--- src/shared/dtc_pkg.sv ---
package dtc_pkg;

  // Device clock and burst timing
  localparam int unsigned CLK_HZ        = 25_000_000; // Device clock rate
  localparam int unsigned BURST_MS      = 50;         // Tone burst, also pause
  localparam int unsigned BURST_CYC     = CLK_HZ / 1000 * BURST_MS; // Cycles per burst
  localparam int unsigned CP_FACTOR     = 2;          // Stretch in call-progress mode

  // Access codes: {register_select_line, read}
  localparam logic [1:0]  ACC_TX_WR     = 2'h0;       // Transmit data write
  localparam logic [1:0]  ACC_RX_RD     = 2'h1;       // Receive data read
  localparam logic [1:0]  ACC_CTL_WR    = 2'h2;       // Control write
  localparam logic [1:0]  ACC_STAT_RD   = 2'h3;       // Status read

  // Values after reset
  localparam logic [3:0]  CTL_FIRST_RST  = 4'h0;
  localparam logic [3:0]  CTL_SECOND_RST = 4'h0;
  localparam logic [3:0]  STATUS_RST     = 4'h0;
  localparam logic [3:0]  RX_DATA_RST    = 4'h0;

  // control_first, b3..b0
  typedef struct packed {
    logic bank_redirect;    // Next control write goes to control_second
    logic irq_en;           // Interrupt mode
    logic tone_mode_select; // 1 call progress, 0 DTMF
    logic tone_output_enable;
  } dtc_ctl_first_t;

  // tx_mode_control (control_second), b3..b0
  typedef struct packed {
    logic column;           // Single tone: 1 column, 0 row
    logic single;           // 1 single tone, 0 dual
    logic test;             // Pin shows inverted delayed steering
    logic burst_off;        // 0 burst mode, 1 free-running tones
  } dtc_ctl_second_t;

  // transceiver_status, b3..b0
  typedef struct packed {
    logic steer;            // Absence of tone validly detected
    logic rx_full;          // Receive data register full
    logic tx_ready;         // Pause over, transmitter wants data
    logic irq;              // b1 or b2 has been set
  } dtc_status_t;

  // Bus pins as they arrive, unsynchronised
  typedef struct packed {
    logic       cs_b;       // Chip select, active low
    logic       sel;        // register_select_line
    logic       rd;         // 1 read, 0 write
    logic       en;         // Bus enable strobe, access ends on its fall
    logic [3:0] data;
  } dtc_bus_pins_t;

  // Controls toward the tone generator
  typedef struct packed {
    logic       tone_on;    // Tone output active now
    logic       single;
    logic       column;
    logic       cp_mode;
    logic [3:0] code;       // Tone code last written
  } dtc_tone_ctl_t;

endpackage : dtc_pkg

--- src/hw/dtc_sync.sv ---
`timescale 1ns/1ps
module dtc_sync #(
  parameter int unsigned WIDTH = 8
) (
  // Clock and reset
  input  wire logic             sys_clk,
  input  wire logic             rst_b,
  // Asynchronous in, synchronised out
  input  wire logic [WIDTH-1:0] async_in,
  output logic      [WIDTH-1:0] sync_out
);
  import dtc_pkg::*;

  // Two flops per bit; the first is read only by the second
  for (genvar i = 0; i < WIDTH; i++)
  begin : g_bit
    logic meta_q; // First stage, may go metastable
    always_ff @(posedge sys_clk or negedge rst_b)
    begin
      if (!rst_b)
      begin
        meta_q      <= 1'b0;
        sync_out[i] <= 1'b0;
      end
      else
      begin
        meta_q      <= async_in[i];
        sync_out[i] <= meta_q;
      end
    end
  end

endmodule : dtc_sync

--- src/hw/dtc_ctrl_status.sv ---
`timescale 1ns/1ps
// How it works
// - Burst bit 0 timed bursts, 1 free tones
// - Transmit write starts burst, then equal pause
// - Pause end sets ready, raises interrupt
// - Call progress plus burst doubles both lengths
// - Ready flag 100 ms after write, 200 extended
// - Test bit routes inverted steering to pin
// - Single/dual bit chooses one or two tones
// - Column/row bit: 0 row, 1 column
// - Status b0 follows b1/b2, clears on read
// - Ready sets at pause end, clears read/non-burst
// - Receive full sets on new data, read clears
// - Steering flag set on absence, cleared on tone
// - Plain burst mode: 50 ms tone, 50 pause
// - Select and read lines pick the access
// - Redirect bit sends one write to second
// - Interrupt pin low on receive or ready
module dtc_ctrl_status #(
  parameter int unsigned BURST_CYCLES = dtc_pkg::BURST_CYC // Cycles per 50 ms burst
) (
  // Clock and reset
  input  wire logic                   sys_clk,
  input  wire logic                   rst_b,
  // Processor bus pins
  input  wire dtc_pkg::dtc_bus_pins_t bus_pins,
  output logic                  [3:0] data_out,
  output logic                        data_oe,
  // Tone receiver, same clock
  input  wire logic                   rx_valid,
  input  wire logic             [3:0] rx_code,
  input  wire logic                   steer_delayed,
  input  wire logic                   cp_tone,
  // Tone generator
  output dtc_pkg::dtc_tone_ctl_t      tone_ctl,
  output logic                        tx_load,
  // Open-drain interrupt_tone_pin
  output logic                        irq_out,
  output logic                        irq_oe
);
  import dtc_pkg::*;

  localparam int unsigned CW = $clog2(CP_FACTOR * BURST_CYCLES) + 1; // Timer width

  typedef enum logic [1:0] {PH_IDLE, PH_TONE, PH_PAUSE} dtc_phase_t;

  dtc_bus_pins_t   pins_s;        // Synchronised pins
  logic            en_prev_q;     // Strobe one cycle back
  logic      [3:0] wr_data_q;     // Data held while strobe high
  dtc_ctl_first_t  ctl1_q;        // control_first
  dtc_ctl_second_t ctl2_q;        // tx_mode_control
  logic            redirect_q;    // One-shot redirect armed
  dtc_status_t     status_q;      // transceiver_status
  logic      [3:0] rx_data_q;     // Receive data register
  dtc_phase_t      phase_q;       // Burst timer phase
  logic   [CW-1:0] cnt_q;         // Cycles into current phase
  logic   [CW-1:0] limit;         // Last count of a phase
  logic            access;        // Strobe fall with chip selected
  logic      [1:0] acc_code;      // {select, read}
  logic            tx_wr;
  logic            ctl_wr;
  logic            stat_rd;
  logic            rx_ok;         // Decoded tone accepted
  logic            pause_done;    // Last cycle of the pause

  // Pins cross into the device clock
  dtc_sync #(
    .WIDTH ($bits(dtc_bus_pins_t))
  ) u_sync (
    .sys_clk  (sys_clk),
    .rst_b    (rst_b),
    .async_in (bus_pins),
    .sync_out (pins_s)
  );

  // Access decode, taken on the strobe's falling edge
  assign access   = en_prev_q && !pins_s.en && !pins_s.cs_b;
  assign acc_code = {pins_s.sel, pins_s.rd};
  assign tx_wr    = access && (acc_code == ACC_TX_WR);
  assign ctl_wr   = access && (acc_code == ACC_CTL_WR);
  assign stat_rd  = access && (acc_code == ACC_STAT_RD);
  // No decoding while the call-progress filter is in
  assign rx_ok    = rx_valid && !ctl1_q.tone_mode_select;

  // Strobe history and write data capture
  always_ff @(posedge sys_clk or negedge rst_b)
  begin
    if (!rst_b)
    begin
      en_prev_q <= 1'b0;
      wr_data_q <= 4'h0;
    end
    else
    begin
      en_prev_q <= pins_s.en;
      // Held so the fall does not sample settling data
      if (pins_s.en)
        wr_data_q <= pins_s.data;
    end
  end

  // Control registers with one-shot redirect
  always_ff @(posedge sys_clk or negedge rst_b)
  begin
    if (!rst_b)
    begin
      ctl1_q     <= CTL_FIRST_RST;
      ctl2_q     <= CTL_SECOND_RST;
      redirect_q <= 1'b0;
    end
    else if (ctl_wr)
    begin
      if (redirect_q)
      begin
        // Only this write lands in the second register
        ctl2_q     <= wr_data_q;
        redirect_q <= 1'b0;
      end
      else
      begin
        ctl1_q     <= wr_data_q;
        redirect_q <= wr_data_q[3];
      end
    end
  end

  // Receive data register
  always_ff @(posedge sys_clk or negedge rst_b)
  begin
    if (!rst_b)
      rx_data_q <= RX_DATA_RST;
    else if (rx_ok)
      rx_data_q <= rx_code;
  end

  // Phase length, doubled with call progress in burst mode
  assign limit = ctl1_q.tone_mode_select
               ? CW'(CP_FACTOR * BURST_CYCLES - 1)
               : CW'(BURST_CYCLES - 1);
  assign pause_done = (phase_q == PH_PAUSE) && (cnt_q == limit);

  // Burst and pause timer
  always_ff @(posedge sys_clk or negedge rst_b)
  begin
    if (!rst_b)
    begin
      phase_q <= PH_IDLE;
      cnt_q   <= '0;
    end
    else if (ctl2_q.burst_off)
    begin
      // Free-running tones: the timer stays parked
      phase_q <= PH_IDLE;
      cnt_q   <= '0;
    end
    else if (tx_wr)
    begin
      // A new code restarts the burst even mid-pause
      phase_q <= PH_TONE;
      cnt_q   <= '0;
    end
    else if (phase_q != PH_IDLE)
    begin
      if (cnt_q == limit)
      begin
        cnt_q   <= '0;
        phase_q <= (phase_q == PH_TONE) ? PH_PAUSE : PH_IDLE;
      end
      else
        cnt_q <= cnt_q + CW'(1);
    end
  end

  // Status flags; a set in the read cycle wins over the clear
  always_ff @(posedge sys_clk or negedge rst_b)
  begin
    if (!rst_b)
      status_q <= STATUS_RST;
    else
    begin
      if (ctl2_q.burst_off)
        status_q.tx_ready <= 1'b0;
      else if (pause_done)
        status_q.tx_ready <= 1'b1;
      else if (stat_rd)
        status_q.tx_ready <= 1'b0;
      if (rx_ok)
        status_q.rx_full <= 1'b1;
      else if (stat_rd)
        status_q.rx_full <= 1'b0;
      if (rx_ok || (pause_done && !ctl2_q.burst_off))
        status_q.irq <= 1'b1;
      else if (stat_rd)
        status_q.irq <= 1'b0;
      // Delayed steering low means tone absent
      status_q.steer <= !steer_delayed;
    end
  end

  // Read data and bus drive, registered
  always_ff @(posedge sys_clk or negedge rst_b)
  begin
    if (!rst_b)
    begin
      data_out <= 4'h0;
      data_oe  <= 1'b0;
    end
    else
    begin
      data_oe  <= pins_s.en && !pins_s.cs_b && pins_s.rd;
      data_out <= pins_s.sel ? status_q : rx_data_q;
    end
  end

  // Tone generator controls
  always_ff @(posedge sys_clk or negedge rst_b)
  begin
    if (!rst_b)
    begin
      tone_ctl <= '0;
      tx_load  <= 1'b0;
    end
    else
    begin
      tx_load          <= tx_wr;
      tone_ctl.single  <= ctl2_q.single;
      tone_ctl.column  <= ctl2_q.column;
      tone_ctl.cp_mode <= ctl1_q.tone_mode_select;
      if (tx_wr)
        tone_ctl.code <= wr_data_q;
      // Burst mode gates by timer, otherwise the host decides
      tone_ctl.tone_on <= ctl1_q.tone_output_enable
                          && (ctl2_q.burst_off || (phase_q == PH_TONE));
    end
  end

  // Interrupt/tone pin, open drain; low while enabled
  always_ff @(posedge sys_clk or negedge rst_b)
  begin
    if (!rst_b)
    begin
      irq_out <= 1'b0;
      irq_oe  <= 1'b0;
    end
    else
    begin
      irq_out <= 1'b0;
      // Test mode assumes the host already chose DTMF mode
      if (ctl2_q.test)
        irq_oe <= steer_delayed;
      else if (ctl1_q.irq_en && ctl1_q.tone_mode_select)
        irq_oe <= !cp_tone;
      else
        irq_oe <= ctl1_q.irq_en && status_q.irq;
    end
  end

  // Checking helpers: cycles since the last transmit write
  logic [CW+1:0] since_wr_q;
  always_ff @(posedge sys_clk or negedge rst_b)
  begin
    if (!rst_b)
      since_wr_q <= '0;
    else if (tx_wr)
      since_wr_q <= '0;
    else if (since_wr_q != '1)
      since_wr_q <= since_wr_q + (CW+2)'(1);
  end
endmodule : dtc_ctrl_status

--- config.mk ---
export PLATFORM = sky130hd
export DESIGN_NAME = dtc_ctrl_status
export DESIGN_NICKNAME = d
export VERILOG_FILES = /design/src/shared/dtc_pkg.sv /design/src/hw/dtc_sync.sv /design/src/hw/dtc_ctrl_status.sv
export SDC_FILE = /design/constraint.sdc
export NUM_CORES = 1
export LEC_CHECK = 0
export ABC_AREA = 0
export BUFFER_PORTS_ARGS = -buffer_cell sky130_fd_sc_hd__buf_4
export CORE_AREA = 2 2 77 79
export DETAILED_ROUTE_END_ITERATION = 16
export DIE_AREA = 0 0 79 81
export PLACE_DENSITY = 0.86
export SLEW_MARGIN = 5
export SYNTH_ARGS = -nofsm -noshare
export SYNTH_HDL_FRONTEND = slang
export SYNTH_SLANG_ARGS = --single-unit
--- constraint.sdc ---
create_clock -name sys_clk -period 4.6 [get_ports sys_clk]
set_input_delay 0.23 -clock sys_clk [delete_from_list [all_inputs] [get_ports sys_clk]]
set_output_delay 0.23 -clock sys_clk [all_outputs]
set_load 0.03 [all_outputs]
---- Word-level counts from Yosys, hierarchy flattened ----
Cells that the tools add are included.
storage, ports and cells
  input bits .............................. 17
  bits in registers ....................... 77
operators by class
  bitwise operators ....................... 1
  add/subtract/negate cells ............... 1
  equal/unequal tests ..................... 5
  muxes and demuxes ....................... 19
  reduce and logical (&&, ||, !) cells .... 31
operator list
  cell                   number
  $mux 23                4
  $add 23x1->23 const B  1
  $eq 23x22->1           1
  $mux 22                1
  $logic_and 1x1->1      13
  $mux 2                 5
  $reduce_bool 3->1      3
  $mux 1                 8
  $eq 2x2->1 const B     3
  $logic_not 1->1        6
  $reduce_and 2->1       3
  $reduce_bool 2->1      3
  $mux 4                 1
  $eq 2x1->1 const B     1
  $logic_not 2->1        1
  $logic_or 1x1->1       2
  $not 1->1              1

---- Longest topological paths before layout ----
Gate-level depths: netlist (run 1).
  depth after elaboration ................. 7
  gate-level depth with buffers ........... 8

---- Modules after synthesis ----
Synthesis (run 1) repeated with hierarchy kept, for this count alone.
second synthesis, totals
  cell total of the unflattened synthesis .. 253
  area total of the unflattened synthesis .. 3120.5 µm²
modules (own cells, without submodules)
  module           area each (µm²)  cells each  sequential area each (µm²)  instances
  dtc_ctrl_status  2720.1           237         1526.5                      1
  dtc_sync         400.4            16          400.4                       1

---- Worst setup path after synthesis (run 1) ----
OpenSTA, ideal clock, no wires.
  kind .................................... register -> register
  from .................................... register u_sync.sync_out[4]
  to ...................................... register cnt_q[20]
  cell stages (with the launch flop) ...... 7
  data arrival time ....................... 2107 ps
  path buffers ............................ 1
  path slack .............................. 2415 ps
  cells stage by stage .................... dfrtp_1 > clkbuf_1 > nor4b_2 > a2111oi_2 > or4_4 > or3_1 > a21oi_1
on the way
  word-level cells in the longest chain between the ends .. 6
  elaborated cells on any way between the ends .. 7
ends and longest elaborated chain
  item                               line                    source
  from (decl)                        dtc_sync.sv:10          output logic [WIDTH-1:0] sync_out
  from (signal, indexed assignment)  dtc_sync.sv:28          sync_out[i] <= meta_q;
  $logic_not 1->1 *                  dtc_ctrl_status.sv:77   assign access = en_prev_q && !pins_s.en && !pins_s.cs_b;
  $logic_and 1x1->1 * (2 in series)  dtc_ctrl_status.sv:77
  $logic_and 1x1->1 *                dtc_ctrl_status.sv:79   assign tx_wr = access && (acc_code == ACC_TX_WR);
  $mux 23                            dtc_ctrl_status.sv:156  else if (tx_wr)
  $mux 23                            dtc_ctrl_status.sv:150  else if (ctl2_q.burst_off)
  to (signal assigned)               dtc_ctrl_status.sv:170  cnt_q <= cnt_q + CW'(1);
  to (decl)                          dtc_ctrl_status.sv:56   logic [CW-1:0] cnt_q;
Every way passes the cells marked *; elsewhere a longest branch is shown, timed or not.
A chain may end at the register's enable or synchronous reset.

---- Final worst setup path (run 1) ----
Same ends and word-level chain as after synthesis.

==> metrics.cfg, run 1 <==
[timing]
tightest_slew_ps=909.3
setup_slack_ps=2204
setup_violations=0
fmax_mhz=417.3
drv_slew=0
final_hold_viol_count=0
min_period_ps=2396
rsz0062_at_grt=false
finalClockSkew_ps=7.929
period_share=0.5209
whs_ps=21.73
tns_ps=0
slew_headroom=0.3938

[global_route]
grt_use_total=0.2034
grt-ovfl-total=0
grt_pass1_vias=2058
antenna_found_initial=0
grt_max_degree=78
grt_pass1_wl_um=9701

[cts]
cts_tree=built
clk_pin_slew_ps=80
clockBufferDepth=2
ctsHtreeMaxLevel=3
cts_buffers=9
cts_resized=0
clock_latency_ps=350
postCtsHoldBufs=8
cts_root_buffer=clkbuf_8
cts.sinks=77
postCtsSetupRepairBufs=0

[synth]
syn_nets=271
synth_top_area_frac=0.6180
netlist_top_cells_area=dfrtp_1 62%, mux2_2 8.3%, xnor2_1 5.1%
ys_types=43
synth_most_common_cell=dfrtp_1
ys_async_sr_fraction=1.000
ys.flop_type=dfrtp_1
syn_inst=253
syn_area_mm2=0.003118
synth-seq-area-share=0.6180
synth.largest_area_cell=dfrtp_1
synthTopCellsByCount=77 x dfrtp_1, 30 x nor2_1, 23 x mux2_2, 18 x xnor2_1, 16 x nand2_1
avgSynthCellArea_um2=12.32
synth-edff-count=0
yosys_register_bits=77
yosys_warnings=0

[run]
cap_violations=0

[floorplan]
core_area_mm2=0.005675
die_area_mm2=0.006399
io_pins=33
fp.dieW_um=79
rows=28
start_util=0.5494
die_h_um=81

[critical_path]
cp_cell_sequence=nor4b_2 > a2111oi_2 > buf_4 > or4_4 > or3_1 > a21oi_1
slowest_delay_ps=540
critPathLaunchType=register
cpMaxStageDelayCell=or4_4
arrival_ps=2660
cp.required_ps=4870
r2r-end=cnt_q[20]$_DFFE_PN0P_
worst-path-max-fanout=19
rr_worst_depth=6
r2r_setup_slack_ps=2200
endpoint_kind=register
reg2reg_from=u_sync.sync_out[4]$_DFF_PN0_
cp-startpoint=u_sync.sync_out[4]$_DFF_PN0_
critPathKind=register to register

[drt]
met3_length_um=277
wl_met2_um=2756
vias=2051
vias_per_cell=5.469
ant_nets=0
top_layer=met4
drt_first_pass_iters=4
route.detailed.drc=0
met1_length_um=2506
post_drt_wl_per_cell_um=14.97
routed_wirelength_um=5613
drt-initial-drc-count=159

[placement]
dp_slack_ps=2206
hpwl_um=3765
dp_cells=351
postPlaceCellArea_mm2=0.003417
place_congestion=0.8540
io_buffers=31

[layout]
fin_util=0.6486
fin_area_mm2=0.003681
drive_gt1_frac=0.2567
seq_area_mm2=0.001927
antenna_cells=0
multiInputGateArea_mm2=0.001137
fillers=403
final_cells=375
area_delta_synth_final_pct=18.06
finalNetCount=313

[pwr]
peakVddDrop_uv=343.4
total_power_mw=1.597
p_leak_nw=1.611
power.density_mw_per_mm2=433.7

[min_path]
hold_class=input pin to asynchronous set/reset pin

[status]
status=finished clean

## state kept, by name, indices dropped and copies added (netlist names), 3 cells and up
| register | cells |
|---|---|
| wr_data_q | 4 |
| ctl1_q | 3 |
| cnt_q | 23 |
| u_sync.sync_out | 8 |
| rx_data_q | 4 |
| u_sync.g_bit.meta_q | 8 |
| ctl2_q | 4 |
| data_out | 4 |
| tone_ctl | 8 |
| status_q | 4 |
## logic make-up after synthesis
family	count (synthesis)	share of synthesized area
flops	77	0.6180
xor+xnor	20	0.05618
buf+inv	13	0.01725
mux	24	0.08628
compound gates	17	0.03531
fa+ha+maj	1	0.004012
simple gates	100	0.1818
other cells	1	0.001203
## critical path: cells and delay by family, from the launching register on
family / cells / cell delay [ps]
AOI/OAI and AO/OA: 2 / 290
buffers and inverters: 1 / 220
DFF: 1 / 480
and+or+nand+nor: 3 / 1330
## worst max-delay path by stage
| stage | endpoint |
|---|---|
| 4_1_cts | cnt_q[20]$_DFFE_PN0P_ |
| 3_5_place_dp | cnt_q[20]$_DFFE_PN0P_ |
| 3_3_place_gp | cnt_q[20]$_DFFE_PN0P_ |
| 5_1_grt | cnt_q[20]$_DFFE_PN0P_ |
| 6_report | cnt_q[20]$_DFFE_PN0P_ |
| 2_1_floorplan | cnt_q[20]$_DFFE_PN0P_ |
## final cells by class
class / count / area share
Clock buffer: 11 / 0.03841
Clock inverter: 5 / 0.01156
Inverter: 3 / 0.003059
Multi-Input combinational cell: 163 / 0.3090
Sequential cell: 77 / 0.5235
Tap cell: 75 / 0.02549
Timing Repair Buffer: 41 / 0.08905
## report_power, final
group | internal [mW] | leakage [nW] | total [mW] | switching (mW)
combinational | 0.129 | 0.549 | 0.300 | 0.170
sequential | 0.764 | 0.972 | 0.838 | 0.0737
clock | 0.216 | 0.0905 | 0.459 | 0.243
## layer usage
metal / global-route usage / vias up
met2: 0.3263 / 67
met4: 0.08448 / 0
li1: - / 961
met3: 0.05778 / 7
met1: 0.2634 / 1016
met5: 0 / -
## cells in the final DEF, fill, tap and decap left out, types with 2 or more instances in the layout
cell	netlist	routed
nand4b_1	3	3
dlygate4sd3_1	0	8
mux2_2	23	23
clkbuf_8	0	10
and2_1	2	2
nor2b_1	2	2
nor4_1	7	7
nor3b_1	4	4
xnor2_1	18	18
inv_6	0	2
xor2_1	2	2
dfrtp_1	77	77
buf_4	1	33
nor2_1	30	30
nand2_1	16	16
nor4b_1	6	6
inv_1	3	3
nor3_1	4	4
clkinv_4	0	2
nand4_1	6	6
o21ai_0	4	4
nand3_1	8	8
a21oi_1	6	6
(Power assumes the default switching activity.)
==> run 2: changes to the inputs <==
Clock period 4.6 ns to 2.45 ns, I/O delays scaled along.
==> run 2 against run 1 <==
Compared with the run above:
- count of clock-buffer cells in the layout down 2
- power up 100%
- core utilization increased by 2.2 points
- setup slack worse by 1900 ps
- first-iteration DRC count decreased by 18%
- final cell count increased by 2.7%
- combinational power grew 100%
- critical endpoint unchanged
- largest power group unchanged
==> metrics.cfg, run 2 (synthesized netlist as in run 1, its figures left out) <==
[floorplan]
rows=28  ; unchanged
die_h_um=81  ; unchanged
die_area_mm2=0.006399  ; unchanged
fp.dieW_um=79  ; unchanged
io_pins=33  ; unchanged
start_util=0.5494  ; unchanged
core_area_mm2=0.005675  ; unchanged

[layout]
seq_area_mm2=0.001927  ; unchanged
mostFrequentLayoutCells=77 x dfrtp_1, 38 x buf_4, 30 x nor2_1
multiInputGateArea_mm2=0.001137  ; unchanged
final_common_cell=dfrtp_1
fin_area_mm2=0.003807  ; +3.4%
largest_register=cnt_q
finalNetCount=323  ; +3.2%
largest_reg_flops=23  ; unchanged
fillers=409  ; +1.5%
fin_util=0.6709  ; +0.02227
drive_gt1_frac=0.2677  ; +0.01108
antenna_cells=0  ; unchanged
final_cells=385  ; +2.7%
area_delta_synth_final_pct=22.11

[drt]
post_drt_wl_per_cell_um=15.91  ; +6.3%
ant_nets=0  ; unchanged
vias_per_cell=5.455  ; -0.27%
routed_wirelength_um=6124  ; +9.1%
vias=2100  ; +2.4%
route.detailed.drc=0  ; unchanged
drt_first_pass_iters=4  ; unchanged
drt-initial-drc-count=131  ; -18%

[timing]
whs_ps=22.33  ; +0.5959 ps
fmax_mhz=457.1  ; +9.5%
slew_headroom=0.3908  ; -0.003001
tightest_slew_ps=913.8  ; +4.501 ps
period_share=0.8930  ; +0.3721
min_period_ps=2188  ; -208.3 ps
finalClockSkew_ps=7.472  ; -0.4569 ps
rsz0062_at_grt=false
final_hold_viol_count=0  ; unchanged
setup_violations=0  ; unchanged
drv_slew=0  ; unchanged
setup_slack_ps=262.1  ; -1942 ps
tns_ps=0  ; unchanged

[critical_path]
cp.required_ps=2730  ; -2140 ps
reg2reg_from=cnt_q[4]$_DFFE_PN0P_
arrival_ps=2470  ; -190 ps
r2r-end=cnt_q[20]$_DFFE_PN0P_
critPathLaunchType=register
r2r_setup_slack_ps=260  ; -1940 ps
worst-path-max-fanout=6  ; -13
endpoint_kind=register
critPathKind=register to register
rr_worst_depth=5  ; -1
cp-startpoint=cnt_q[4]$_DFFE_PN0P_

[cts]
postCtsSetupRepairBufs=0  ; unchanged
cts.sinks=77  ; unchanged
cts_resized=0  ; unchanged
ctsHtreeMaxLevel=3  ; unchanged
postCtsHoldBufs=13  ; +5
clock_latency_ps=350  ; about the same
cts_root_buffer=clkbuf_8
clk_pin_slew_ps=80  ; about the same
clockBufferDepth=2  ; unchanged
cts_tree=built
cts_buffers=9  ; unchanged

[global_route]
grt_use_total=0.2160  ; +0.01259
antenna_found_initial=0  ; unchanged
grt_max_degree=78  ; unchanged
grt_pass1_vias=2170  ; +5.4%
grt_pass1_wl_um=10300  ; +6.2%
grt-ovfl-total=0  ; unchanged

[min_path]
hp-start=rx_code[1]
hold_class=input pin to register
whs_endpoint=rx_data_q[1]$_DFFE_PN0P_
hold_depth=2

[placement]
postPlaceCellArea_mm2=0.003455  ; +1.1%
place_congestion=0.8374  ; -1.9%
dp_slack_ps=289.7  ; -1916 ps
hpwl_um=3845  ; +2.1%
io_buffers=31  ; unchanged
dp_cells=356  ; +1.4%

[status]
status=finished clean

[pwr]
power.density_mw_per_mm2=844.4  ; +95%
total_power_mw=3.215  ; +100%
p_leak_nw=1.674  ; +3.9%
peakVddDrop_uv=562.1  ; +64%

[run]
cap_violations=0  ; unchanged

[run 2: worst max path at each step]
stage | depth (start not counted) | slack, ps | to
2_1_floorplan | 6 | 260 | cnt_q[20]$_DFFE_PN0P_
3_3_place_gp | 5 | 360 | cnt_q[20]$_DFFE_PN0P_
3_5_place_dp | 5 | 290 | cnt_q[20]$_DFFE_PN0P_
4_1_cts | 5 | 270 | cnt_q[20]$_DFFE_PN0P_
5_1_grt | 6 | 120 | status_q[0]$_DFFE_PN0P_
6_report | 5 | 260 | cnt_q[20]$_DFFE_PN0P_
[run 2: area by class of cell]
cell class	instances	area share
clock buffer	9	0.03253
tap	75	0.02465
sequential	77	0.5061
multi-input combinational	163	0.2987
clock inverter	7	0.02596
timing repair buffer	51	0.1091
inverter	3	0.002958
[run 2: critical path, stage by stage (launching register included)]
cell     delay (ps)
dfrtp_1         470
nand4_4         160
or4_1           580
or4_4           460
or3_1           320
a21oi_1         140
[run 2: power breakdown]
| group | internal [mW] | switching [mW] |
|---|---|---|
| Clock | 0.578 | 0.467 |
| Combinational | 0.258 | 0.354 |
| Sequential | 1.43 | 0.124 |
| Total | 2.27 | 0.945 |
[run 2: per-layer routing]
layer | vias to the layer above | wire length [um] | track usage
met3 | 12 | 256 | 0.05111
li1 | 983 | - | -
met1 | 1056 | 2567 | 0.2513
met2 | 49 | 3171 | 0.3814
met4 | 0 | 128 | 0.09828
met5 | - | 0 | 0
